===== src/sbs_pkg.sv =====
// Shared types and constants for the system bus slave interface
package sbs_pkg;

  // ------------------------------------------------------------
  // Widths
  // ------------------------------------------------------------
  localparam int unsigned DATA_W = 32;
  localparam int unsigned ADDR_W = 32;
  localparam int unsigned SIZE_W = 2;
  localparam int unsigned RESP_W = 3;

  // ------------------------------------------------------------
  // Response codes, ordered {wait, final, fault}
  // ------------------------------------------------------------
  localparam logic [RESP_W-1:0] RESP_DONE = 3'h0;
  localparam logic [RESP_W-1:0] RESP_ERROR = 3'h1;
  localparam logic [RESP_W-1:0] RESP_LAST = 3'h2;
  localparam logic [RESP_W-1:0] RESP_RETRACT = 3'h3;
  localparam logic [RESP_W-1:0] RESP_WAIT = 3'h4;
  localparam logic [RESP_W-1:0] RESP_RETRACT_NEXT = 3'h7;
  localparam int unsigned RESP_WAIT_BIT = 2;

  // ------------------------------------------------------------
  // Reset values
  // ------------------------------------------------------------
  localparam logic [DATA_W-1:0] DATA_RST = 32'h0000_0000;
  localparam logic [ADDR_W-1:0] ADDR_RST = 32'h0000_0000;
  localparam logic [SIZE_W-1:0] SIZE_RST = 2'h0;

  // ------------------------------------------------------------
  // Types
  // ------------------------------------------------------------
  typedef enum logic {SBS_UNCHOSEN, SBS_CHOSEN} sbs_state_t;

  typedef struct packed {
    logic bus_clk;
    logic bus_reset_n;
    logic slave_select;
    logic write_direction;
    logic [SIZE_W-1:0] transfer_size;
    logic [ADDR_W-1:0] addr;
    logic [DATA_W-1:0] data;
  } sbs_pins_t;

  localparam sbs_pins_t PINS_RST = '{1'b0, 1'b0, 1'b0, 1'b0, SIZE_RST, ADDR_RST, DATA_RST};

  typedef struct packed {
    logic ready;
    logic fault;
    logic final_beat;
    logic retract;
    logic [DATA_W-1:0] rdata;
  } sbs_user_resp_t;

endpackage : sbs_pkg


===== src/sbs_slave.sv =====
// System bus slave: select-driven response and data phase control
// ------------------------------------------------------------
// Summary of operation
// Respond only according to decoder select
// Drive valid response in low phase
// Wait response for every extra cycle
// Done response on successful completion
// Last response when burst cannot continue
// Error response when transfer fails
// Retract lets long transfers free bus
// Simple mode holds error and last low
// Response lines released when not selected
// Response lines released during bus reset
// Falling-edge state machine gates data
// Bus reset forces unchosen state
// Write data captured on falling edge
// Write may be lengthened with wait
// Read data driven in final high phase
// Read data released during wait cycles
// Never drive data in first phase
// Data released in reset or unchosen
// Select and control sampled on falling edge
// Optional extra wait for write hold
// Response encoding on wait, last, error
// Retract takes two response cycles
// Responses undriven in high phase
// Shared 32-bit bidirectional data bus
// ------------------------------------------------------------
`timescale 1ns/1ps

module sbs_slave (
  input wire logic clk_sys_i,
  input wire logic rst_b_i,
  input wire logic bus_clk_i,
  input wire logic bus_reset_n_i,
  input wire logic slave_select_i,
  input wire logic write_direction_i,
  input wire logic [sbs_pkg::SIZE_W-1:0] transfer_size_i,
  input wire logic [sbs_pkg::ADDR_W-1:0] addr_i,
  input wire logic [sbs_pkg::DATA_W-1:0] shared_data_bus_i,
  output logic [sbs_pkg::DATA_W-1:0] shared_data_bus_o,
  output logic shared_data_bus_oe_o,
  output logic resp_wait_line_o,
  output logic resp_final_line_o,
  output logic resp_fault_line_o,
  output logic resp_oe_o,
  input wire logic simple_resp_i,
  input wire logic hold_wait_en_i,
  input wire sbs_pkg::sbs_user_resp_t usr_resp_i,
  output logic usr_access_o,
  output logic usr_write_o,
  output logic [sbs_pkg::SIZE_W-1:0] usr_size_o,
  output logic [sbs_pkg::ADDR_W-1:0] usr_addr_o,
  output logic usr_done_o,
  output logic [sbs_pkg::DATA_W-1:0] usr_wdata_o
);

  // ------------------------------------------------------------
  // Helpers
  // ------------------------------------------------------------
  function automatic logic resp_completes(input logic [sbs_pkg::RESP_W-1:0] code);
    resp_completes = ~code[sbs_pkg::RESP_WAIT_BIT];
  endfunction : resp_completes

  function automatic logic resp_succeeds(input logic [sbs_pkg::RESP_W-1:0] code);
    resp_succeeds = (code == sbs_pkg::RESP_DONE) || (code == sbs_pkg::RESP_LAST);
  endfunction : resp_succeeds

  // ------------------------------------------------------------
  // Pin synchronisers
  // ------------------------------------------------------------
  sbs_pkg::sbs_pins_t pins_raw;
  sbs_pkg::sbs_pins_t pins_meta;
  sbs_pkg::sbs_pins_t pins;
  logic bclk_prev;

  assign pins_raw = '{bus_clk_i, bus_reset_n_i, slave_select_i, write_direction_i,
                      transfer_size_i, addr_i, shared_data_bus_i};

  always_ff @(posedge clk_sys_i)
  begin
    if (!rst_b_i)
    begin
      pins_meta <= sbs_pkg::PINS_RST;
      pins <= sbs_pkg::PINS_RST;
      bclk_prev <= 1'b0;
    end
    else
    begin
      pins_meta <= pins_raw;
      pins <= pins_meta;
      bclk_prev <= pins.bus_clk;
    end
  end

  logic bclk_fall;
  logic bclk_rise;
  logic bus_in_reset;

  assign bclk_fall = bclk_prev & ~pins.bus_clk;
  assign bclk_rise = ~bclk_prev & pins.bus_clk;
  assign bus_in_reset = ~rst_b_i | ~pins.bus_reset_n;

  // ------------------------------------------------------------
  // Falling-edge state machine
  // ------------------------------------------------------------
  sbs_pkg::sbs_state_t state;
  logic [sbs_pkg::RESP_W-1:0] resp;
  logic xfer_write;
  logic hold_pending;
  logic new_xfer;

  assign new_xfer = (state == sbs_pkg::SBS_UNCHOSEN) || resp_completes(resp);

  always_ff @(posedge clk_sys_i)
  begin
    if (bus_in_reset)
      state <= sbs_pkg::SBS_UNCHOSEN;
    else if (bclk_fall)
      state <= pins.slave_select ? sbs_pkg::SBS_CHOSEN : sbs_pkg::SBS_UNCHOSEN;
  end

  // ------------------------------------------------------------
  // Response selection
  // ------------------------------------------------------------
  logic next_write;
  logic [sbs_pkg::RESP_W-1:0] next_resp;

  assign next_write = new_xfer ? pins.write_direction : xfer_write;

  always_comb
  begin
    if (resp == sbs_pkg::RESP_RETRACT_NEXT)
      next_resp = sbs_pkg::RESP_RETRACT;
    else if (new_xfer && hold_wait_en_i && pins.write_direction)
      next_resp = sbs_pkg::RESP_WAIT;
    else if (usr_resp_i.retract && !simple_resp_i)
      next_resp = sbs_pkg::RESP_RETRACT_NEXT;
    else if (!usr_resp_i.ready)
      next_resp = sbs_pkg::RESP_WAIT;
    else if (simple_resp_i)
      next_resp = sbs_pkg::RESP_DONE;
    else if (usr_resp_i.fault)
      next_resp = sbs_pkg::RESP_ERROR;
    else if (usr_resp_i.final_beat)
      next_resp = sbs_pkg::RESP_LAST;
    else
      next_resp = sbs_pkg::RESP_DONE;
  end

  always_ff @(posedge clk_sys_i)
  begin
    if (bus_in_reset)
    begin
      resp <= sbs_pkg::RESP_DONE;
      xfer_write <= 1'b0;
      hold_pending <= 1'b0;
    end
    else if (bclk_fall)
    begin
      if (pins.slave_select)
      begin
        resp <= hold_pending ? sbs_pkg::RESP_WAIT : next_resp;
        xfer_write <= next_write;
        hold_pending <= 1'b0;
      end
      else
        resp <= sbs_pkg::RESP_DONE;
    end
  end

  // ------------------------------------------------------------
  // Response line drivers, low phase only
  // ------------------------------------------------------------
  always_ff @(posedge clk_sys_i)
  begin
    if (bus_in_reset)
    begin
      resp_oe_o <= 1'b0;
      resp_wait_line_o <= 1'b0;
      resp_final_line_o <= 1'b0;
      resp_fault_line_o <= 1'b0;
    end
    else if (bclk_fall)
    begin
      resp_oe_o <= pins.slave_select;
      {resp_wait_line_o, resp_final_line_o, resp_fault_line_o} <=
        hold_pending ? sbs_pkg::RESP_WAIT : next_resp;
    end
    else if (bclk_rise)
      resp_oe_o <= 1'b0;
  end

  // ------------------------------------------------------------
  // User side: access announcement and completion
  // ------------------------------------------------------------
  always_ff @(posedge clk_sys_i)
  begin
    if (bus_in_reset)
    begin
      usr_access_o <= 1'b0;
      usr_write_o <= 1'b0;
      usr_size_o <= sbs_pkg::SIZE_RST;
      usr_addr_o <= sbs_pkg::ADDR_RST;
    end
    else
    begin
      usr_access_o <= bclk_fall && pins.slave_select && new_xfer;
      if (bclk_fall && pins.slave_select && new_xfer)
      begin
        usr_write_o <= pins.write_direction;
        usr_size_o <= pins.transfer_size;
        usr_addr_o <= pins.addr;
      end
    end
  end

  always_ff @(posedge clk_sys_i)
  begin
    if (bus_in_reset)
    begin
      usr_done_o <= 1'b0;
      usr_wdata_o <= sbs_pkg::DATA_RST;
    end
    else
    begin
      usr_done_o <= bclk_fall && (state == sbs_pkg::SBS_CHOSEN) && resp_succeeds(resp);
      if (bclk_fall && (state == sbs_pkg::SBS_CHOSEN) && resp_succeeds(resp) && xfer_write)
        usr_wdata_o <= pins.data;
    end
  end

  // ------------------------------------------------------------
  // Read data driver, final high phase only
  // ------------------------------------------------------------
  always_ff @(posedge clk_sys_i)
  begin
    if (bus_in_reset)
    begin
      shared_data_bus_oe_o <= 1'b0;
      shared_data_bus_o <= sbs_pkg::DATA_RST;
    end
    else if (bclk_fall)
      shared_data_bus_oe_o <= 1'b0;
    else if (bclk_rise)
    begin
      if ((state == sbs_pkg::SBS_CHOSEN) && !xfer_write && resp_succeeds(resp))
      begin
        shared_data_bus_oe_o <= 1'b1;
        shared_data_bus_o <= usr_resp_i.rdata;
      end
      else
        shared_data_bus_oe_o <= 1'b0;
    end
  end

endmodule : sbs_slave


===== config.mk =====
export PLATFORM = sky130hd
export DESIGN_NAME = sbs_slave
export DESIGN_NICKNAME = d
export VERILOG_FILES = /design/src/sbs_pkg.sv /design/src/sbs_slave.sv
export SDC_FILE = /design/constraint.sdc
export NUM_CORES = 1
export LEC_CHECK = 0
export BUFFER_PORTS_ARGS = -buffer_cell sky130_fd_sc_hd__buf_4
export CORE_ASPECT_RATIO = 0.8
export CORE_MARGIN = 3
export CORE_UTILIZATION = 47
export CTS_CLUSTER_DIAMETER = 80
export CTS_CLUSTER_SIZE = 24
export DETAILED_ROUTE_END_ITERATION = 8
export GPL_TIMING_DRIVEN = 0
export HOLD_SLACK_MARGIN = 0.06
export PLACE_DENSITY = 0.75
export SYNTH_ARGS = -nofsm -noshare
export SYNTH_HDL_FRONTEND = slang
export SYNTH_SLANG_ARGS = --single-unit

===== constraint.sdc =====
create_clock -name clk_sys_i -period 1.4 [get_ports clk_sys_i]
set_input_delay 0.35 -clock clk_sys_i [delete_from_list [all_inputs] [get_ports clk_sys_i]]
set_output_delay 0.35 -clock clk_sys_i [all_outputs]
set_load 0.01 [all_outputs]

Word level (Yosys, flattened, before mapping)
Cells that the tools add are included.
- multiplexer cells: 12
- equality and inequality tests: 2
- reduce and logical (&&, ||, !) cells: 19
- bitwise operators: 10
- operators with widths (cell ; number):
    $mux 3 ; 5
    $logic_and 1x1->1 ; 10
    $not 1->1 ; 7
    $mux 2 ; 3
    $reduce_and 3->1 ; 2
    $mux 1 ; 4
    $eq 3x2->1 const B ; 1
    $eq 3x3->1 const B ; 1
    $logic_not 3->1 ; 1
    $and 1x1->1 ; 2
    $logic_not 1->1 ; 2
    $logic_or 1x1->1 ; 2
    $reduce_bool 2->1 ; 1
    $reduce_or 2->1 ; 1
    $or 1x1->1 ; 1
- bits in registers: 252
- input port bits: 110
- output and inout port bits: 106

Depth between registers and ports, before layout
Gate-level depths: netlist (run 1).
- depth in word-level cells: 8
- gate-level depth with buffers: 7
- mapped depth without buffers: 6

Least setup slack after synthesis (run 1)
Ideal clock, no wire load.
- path type: register to register
- start: register pins[69] (netlist bit)
- end: register usr_addr_o[13] (netlist bit)
- cell stages (with the launch flop): 8
- arrival: 1.433 ns
- path buffers: 2
- required time: 1.328 ns
- path slack: -0.104 ns
- cell sequence: dfxtp_1 -> inv_1 -> ha_1 -> buf_2 -> and2_1 -> nand2_1 -> buf_2 -> a2bb2oi_1
- longest elaborated chain between the ends: 4
- RTL lines (what ; line ; source):
    start, declared ; sbs_slave.sv:74 ; sbs_pkg::sbs_pins_t pins;
    start signal, assigned ; sbs_slave.sv:85 ; pins <= sbs_pkg::PINS_RST;
    start signal, assigned ; sbs_slave.sv:91 ; pins <= pins_meta;
    $not 1->1 ; sbs_slave.sv:100 ; assign bclk_fall = bclk_prev & ~pins.bus_clk;
    $and 1x1->1 ; sbs_slave.sv:100 ;
    $logic_and 1x1->1 (2 in series) ; sbs_slave.sv:209 ; if (bclk_fall && pins.slave_select && new_xfer)
    end signal, assigned ; sbs_slave.sv:204 ; usr_addr_o <= sbs_pkg::ADDR_RST;
    end signal, assigned ; sbs_slave.sv:213 ; usr_addr_o <= pins.addr;
    end, declared ; sbs_slave.sv:53 ; output logic [sbs_pkg::ADDR_W-1:0] usr_addr_o,
Every way passes these cells.
A chain may end at the register's enable or synchronous reset.

Worst setup path after layout (run 1)
- start: register xfer_write
- end: register shared_data_bus_o[17] (netlist bit)
- longest elaborated chain between the ends: 4
- RTL lines (what ; line ; source):
    start, declared ; sbs_slave.sv:109 ; logic xfer_write;
    start signal, assigned ; sbs_slave.sv:164 ; xfer_write <= next_write;
    $logic_not 1->1 ; sbs_slave.sv:247 ; if ((state == sbs_pkg::SBS_CHOSEN) && !xfer_write && resp_succeeds(resp))
    $logic_and 1x1->1 (2 in series) ; sbs_slave.sv:247 ;
    $reduce_and 3->1 (no source line) ; n/a ;
    end signal, assigned ; sbs_slave.sv:241 ; shared_data_bus_o <= sbs_pkg::DATA_RST;
    end signal, assigned ; sbs_slave.sv:250 ; shared_data_bus_o <= usr_resp_i.rdata;
    end, declared ; sbs_slave.sv:41 ; output logic [sbs_pkg::DATA_W-1:0] shared_data_bus_o,
Every way passes these cells.

==> metrics.cfg, run 1 <==
[critical_path]
rr_endpoint = shared_data_bus_o[17]
crit_slowest_cell = or4b_4
cp_common_cell = buf_6
ff2ff_path_depth = 5
critPathTopFamily = simple AND/OR/NAND/NOR gates
endpoint_kind = register
path_max_fanout = 10
cp_num_buf_inv = 2
start_kind = register
r2r_setup_slack_ps = -150
crit_chain = buf_6, or4b_4, buf_6, o21ai_1, a21oi_1
required_ps = 1740
cpPeakStageDelay_ps = 570
cp.arrival_ps = 1890
crit_type = register to register
reg2reg_from = xfer_write

[placement]
dpl_cell_area_mm2 = 0.00992
gp_congestion = 0.866
place_ws_ps = -688
dp_hpwl_um = 13900
io_buffers = 215

[layout]
final_net_count = 1170
syn2layout_area_growth_pct = 42.7
utilization = 0.688
antenna_cells = 0
fin_area_mm2 = 0.0114
drive_above_1_share = 0.376

[pwr]
power.density_mw_per_mm2 = 1060
internal_power_mw = 9.63
seqPwrFrac = 0.609
switching_power_mw = 2.49
swShare = 0.205
comb_power_share = 0.049
vdd_drop_max_mv = 0.817
fin_total_pwr_mw = 12.1
p_clk_frac = 0.341
p_leak_nw = 4.57

[synth]
synth_compound_area_frac = 0.135
synth_warnings = 0
ys_seq_area_frac = 0.628
synth-simple-area-share = 0.191
synth.most_common_cell = dfxtp_1
synth_nets = 901
synth_edf_count = 0
synth_area_mm2 = 0.00801
yosys-top-cells-area = dfxtp_1 (63%), and2_1 (11%), a21oi_1 (5.2%)
async_flop_share = 0
synth-main-ff-cell = dfxtp_1
synth_seq_cells = 251
synth_top_cell_area_share = 0.628
synth_adder_area_share = 0.00469
synth_mux_area_frac = 0.00250
synthCells = 788
synth_top_family_by_area = simple AND/OR/NAND/NOR gates
synth_xor_xnor_area_share = 0
yosys-top-cells-count = dfxtp_1 (251), and2_1 (144), a21oi_1 (83), nand3_1 (83), o21ai_0 (55)
synth.avg_cell_area_um2 = 10.2
synth_top_area_cell = dfxtp_1
ys_types = 33

[clocking]
cts_made_buffers = 14
cts_tree = done
cts_root_buf = clkbuf_16
clockBufferDepth = 3
clk_latency_ps = 480
clock_sinks = 251
clk_pin_slew_ps = 90
h-tree-depth = 1

[timing]
finalMaxSlewViolations = 0
fmax_ghz = 0.646
hold_viol_final = 0
rsz0062_at_grt = true
setup_violations = 84
fin_worst_skew_ps = 14.4
tightest_slew_ps = 719
period_share = 1.11
worst_slack_ps = -147
max_slew_margin = 0.521
final.min_clock_period_ps = 1550
fin_setup_tns_ps = -5330

[global_routing]
grtUsageMet2 = 0.332
grt_pass1_wl_um = 30900
gr-max-usage-layer = met2
grt_overflow = 0
met3_usage = 0.0444
grt_max_degree = 25
grt_pass1_vias = 5973
antenna_found_initial = 0
grt.total_usage = 0.203
met1_usage = 0.269

[floorplan]
io_pins = 216
initial_core_util = 0.482
dieArea_mm2 = 0.0186
rows = 42
core_area_mm2 = 0.0166
die_y_um = 123
die_width_um = 152

[status]
violations = setup timing
outcome = finished with violations

[detailed_routing]
vias = 6428
drt_iter0_drc = 410
ant_nets = 0
routed_wl_um = 21100
avgRoutedWirePerCell_um = 16.5
routed_via_density = 5.03
firstDrtPassIters = 5
drc = 0

[hold_path]
holdPathStages = 2
min_from = transfer_size_i[0]
min_path_type = primary input to register
min_to = pins_meta[64]

[flow_run]
cap_violations = 0

-- worst reg2reg max path, delay by kind of cell (launching register included) --
kind	cells	cell delay [ps]
buf+inv	2	300
flops	1	330
compound gates	2	210
simple gates	1	570
-- worst max-delay path by stage --
stage	from	endpoint	slack (ps)	depth (start not counted)
2_1_floorplan	xfer_write	shared_data_bus_o[10]	-50	5
3_3_place_gp	rst_b_i	usr_addr_o[4]	-660	6
3_5_place_dp	rst_b_i	usr_wdata_o[18]	-690	6
4_1_cts	xfer_write	shared_data_bus_o[17]	-140	5
5_1_grt	resp[0]	shared_data_bus_o[10]	-200	4
6_report	xfer_write	shared_data_bus_o[17]	-150	5
-- per-layer routing --
layer  vias up  wire length (um)
met3        33              1330
met1      3002              9290
li1       3196                 -
met4         0               595
met5         -                 0
met2       197              9860
-- cells by family after synthesis --
kind of cell / Yosys count
fa+ha+maj: 3
mux: 2
flops: 251
simple gates: 265
compound gates: 195
buf+inv: 72
-- flip-flops by register name, summed over array words and instances, names as in the netlist --
signal	cells
pins	70
pins_meta	70
shared_data_bus_o	32
usr_addr_o	32
usr_wdata_o	32
resp	3
usr_size_o	2
bclk_prev	1
resp_fault_line_o	1
resp_final_line_o	1
resp_oe_o	1
resp_wait_line_o	1
shared_data_bus_oe_o	1
state	1
usr_access_o	1
usr_done_o	1
xfer_write	1
-- placed cells by master, fill, tap and decap left out, drive strengths merged, types with 3 or more instances in the layout --
cell,count
buf,256
dfxtp,251
and2,144
o21ai,86
a21oi,83
nand3,83
clkbuf,58
nand2,26
dlygate4sd3,18
a2bb2oi,16
inv,7
ha,3
-- cell type report --
cell class | instances | area (um^2)
fill | 1272 | 5180
sequential | 251 | 5040
multi-input combinational | 466 | 3200
timing repair buffer | 255 | 2060
buffer | 62 | 429
clock buffer | 15 | 375
tap | 220 | 275
inverter | 7 | 28.8
clock inverter | 1 | 16.3
-- power by group through the flow --
| stage | sequential, mW | clock, mW | combinational [mW] |
|---|---|---|---|
| 2_1_floorplan | 7.52 | 0 | 0.222 |
| 3_3_place_gp | 7.53 | 0 | 0.522 |
| 3_5_place_dp | 7.53 | 0 | 0.525 |
| 4_1_cts | 7.37 | 4.23 | 0.582 |
| 5_1_grt | 7.40 | 4.47 | 0.658 |
| 6_report | 7.38 | 4.14 | 0.599 |
-- timing repair --
action | CTS | global route
endpoints found under the setup margin | 109 | 97
pin swaps | 16 | 53
gates cloned | 4 | 5
setup buffers | 7 | 7
endpoints found under the hold margin | 18 | 0
hold buffers | 18 | 0
gates resized for setup | 78 | 124
-- stage by stage --
step                      hold WS [ps]  cells
after floorplan                    412    788
after global placement             413   1223
after detailed placement           417   1223
after CTS                         60.3   1267
after global routing              64.0   1277
final                             73.6   1277
Power figures use the tool's default switching activity.
==> run 2: changes to the inputs <==
--- a/config.mk
+++ b/config.mk
@@ -15,6 +15,7 @@
 export GPL_TIMING_DRIVEN = 0
 export HOLD_SLACK_MARGIN = 0.06
 export PLACE_DENSITY = 0.75
+export SETUP_SLACK_MARGIN = 0.1
 export SYNTH_ARGS = -nofsm -noshare
 export SYNTH_HDL_FRONTEND = slang
 export SYNTH_SLANG_ARGS = --single-unit
==> metrics.cfg, run 2 (synthesis gave the netlist of run 1 again) <==
[placement]
io_buffers = 215
dp_hpwl_um = 14100
dp.cells = 1223
gp_congestion = 0.837
place_ws_ps = -618

[critical_path]
reg2reg_from = pins[69]
required_ps = 1810
path_max_fanout = 8
endpoint_kind = register
r2r_setup_slack_ps = -220
rr_endpoint = usr_wdata_o[20]
crit_type = register to register
crit_chain = inv_2, ha_4, nor4bb_1, buf_4, buf_6, buf_6, nand3_2, a21oi_2
ff2ff_path_depth = 8
crit_slowest_cell = dfxtp_2
start_kind = register
cpPeakStageDelay_ps = 350
cp.arrival_ps = 2020
cp_common_cell = buf_6

[timing]
max_slew_margin = 0.668
period_share = 1.15
setup_violations = 108
final.min_clock_period_ps = 1620
fmax_ghz = 0.619
fin_worst_skew_ps = 18.5
worst_slack_ps = -216
tightest_slew_ps = 498
rsz0062_at_grt = true
finalMaxSlewViolations = 0
hold_viol_final = 0
hold_ws_ps = 73.5

[detailed_routing]
routed_via_density = 5.11
drc = 0
ant_nets = 0
routed_wl_um = 22400
firstDrtPassIters = 5
avgRoutedWirePerCell_um = 17.3
drt_iter0_drc = 297
vias = 6608

[global_routing]
grt_overflow = 0
grt_pass1_vias = 6262
grt.total_usage = 0.219
grt_max_degree = 25
met3_usage = 0.0476
grtUsageMet2 = 0.374
met1_usage = 0.288
antenna_found_initial = 0
grt_pass1_wl_um = 33100
gr-max-usage-layer = met2

[status]
violations = setup timing
outcome = finished with violations

[clocking]
clk_pin_slew_ps = 90
clock_sinks = 251
cts_made_buffers = 14
h-tree-depth = 1
clockBufferDepth = 3
clk_latency_ps = 480
hold_buffers = 0
cts_root_buf = clkbuf_16
cts_tree = done

[floorplan]
die_width_um = 152
io_pins = 216
rows = 42
die_y_um = 123
initial_core_util = 0.482
dieArea_mm2 = 0.0186
core_area_mm2 = 0.0166

[layout]
fill_cells = 1180
utilization = 0.740
antenna_cells = 0
final_net_count = 1187
drive_above_1_share = 0.527
syn2layout_area_growth_pct = 53.5
layout_common_cells = dfxtp_1 (144), and2_1 (142), buf_4 (139), buf_6 (131), dfxtp_2 (105)
reg_top3 = pins: 70 flops, pins_meta: 70 flops
fin_cells = 1294
layout_commonest_cell = dfxtp_1

[hold_path]
min_from = shared_data_bus_i[13]
min_to = pins_meta[13]
holdPathStages = 2
min_path_type = primary input to register

[pwr]
power.density_mw_per_mm2 = 984
p_leak_nw = 4.85
vdd_drop_max_mv = 0.796
fin_total_pwr_mw = 12.1

[flow_run]
cap_violations = 0

run 2: changes by cell type in the layout (fill, tap and decap cells not counted), moves of 8 or more:
cell / change
buf_6: +116
dfxtp_2: +103
dfxtp_1: -102
buf_4: -87
dlygate4sd3_1: -18
nand3_1: -8
run 2: area by class of cell:
type                       count  area, um^2  area share
tap                          220         275      0.0224
timing repair buffer         271        2630       0.214
clock inverter                 1        16.3     0.00132
multi-input combinational    465        3340       0.271
sequential                   251        5160       0.420
inverter                       7        26.3     0.00214
buffer                        64         467      0.0380
clock buffer                  15         375      0.0305
run 2: worst max-delay path, delay by kind of cell (launching register included):
kind | cells | cell delay (ps)
buffers and inverters | 4 | 570
adder cells (fa/ha/maj) | 1 | 160
AO/OA/AOI/OAI | 1 | 170
flip-flops | 1 | 350
AND/OR/NAND/NOR | 2 | 300
run 2: worst max-delay path by stage:
stage / slack (ps) / cells past startpoint / from / endpoint
finish: -220 / 8 / pins[69] / usr_wdata_o[20]
global route: -270 / 5 / resp[2] / shared_data_bus_o[14]
CTS: -170 / 5 / resp[2] / shared_data_bus_o[15]
detailed placement: -620 / 6 / rst_b_i / shared_data_bus_o[20]
global placement: -620 / 6 / rst_b_i / shared_data_bus_o[26]
floorplan: -50 / 5 / xfer_write / shared_data_bus_o[10]
run 2: stage by stage:
stage                     instance area [um^2]  setup TNS, ps
final                                    12300         -13330
after global routing                     12300         -19310
after CTS                                11500          -7240
after floorplan                           8070          -1540
after detailed placement                  9960         -69910
after global placement                    9960         -71470
run 2: where the power goes:
group	total, mW	switching [mW]	internal [mW]
Clock	4.13	2.19	1.94
Sequential	7.38	0.0636	7.32
Combinational	0.589	0.238	0.352
Total	12.1	2.49	9.61
run 2: routing by layer:
metal / wire length (um) / vias to the layer above
li1: - / 3228
met1: 9690 / 3115
met2: 10800 / 224
met3: 1340 / 41
met4: 595 / 0
met5: 0 / -
run 2: what timing repair did:
item	in CTS	in global routing
setup endpoints to repair	210	196
cloned	9	1
endpoints found under the hold margin	0	0
resized for setup	266	181
setup buffers	20	27
pin swaps	31	50
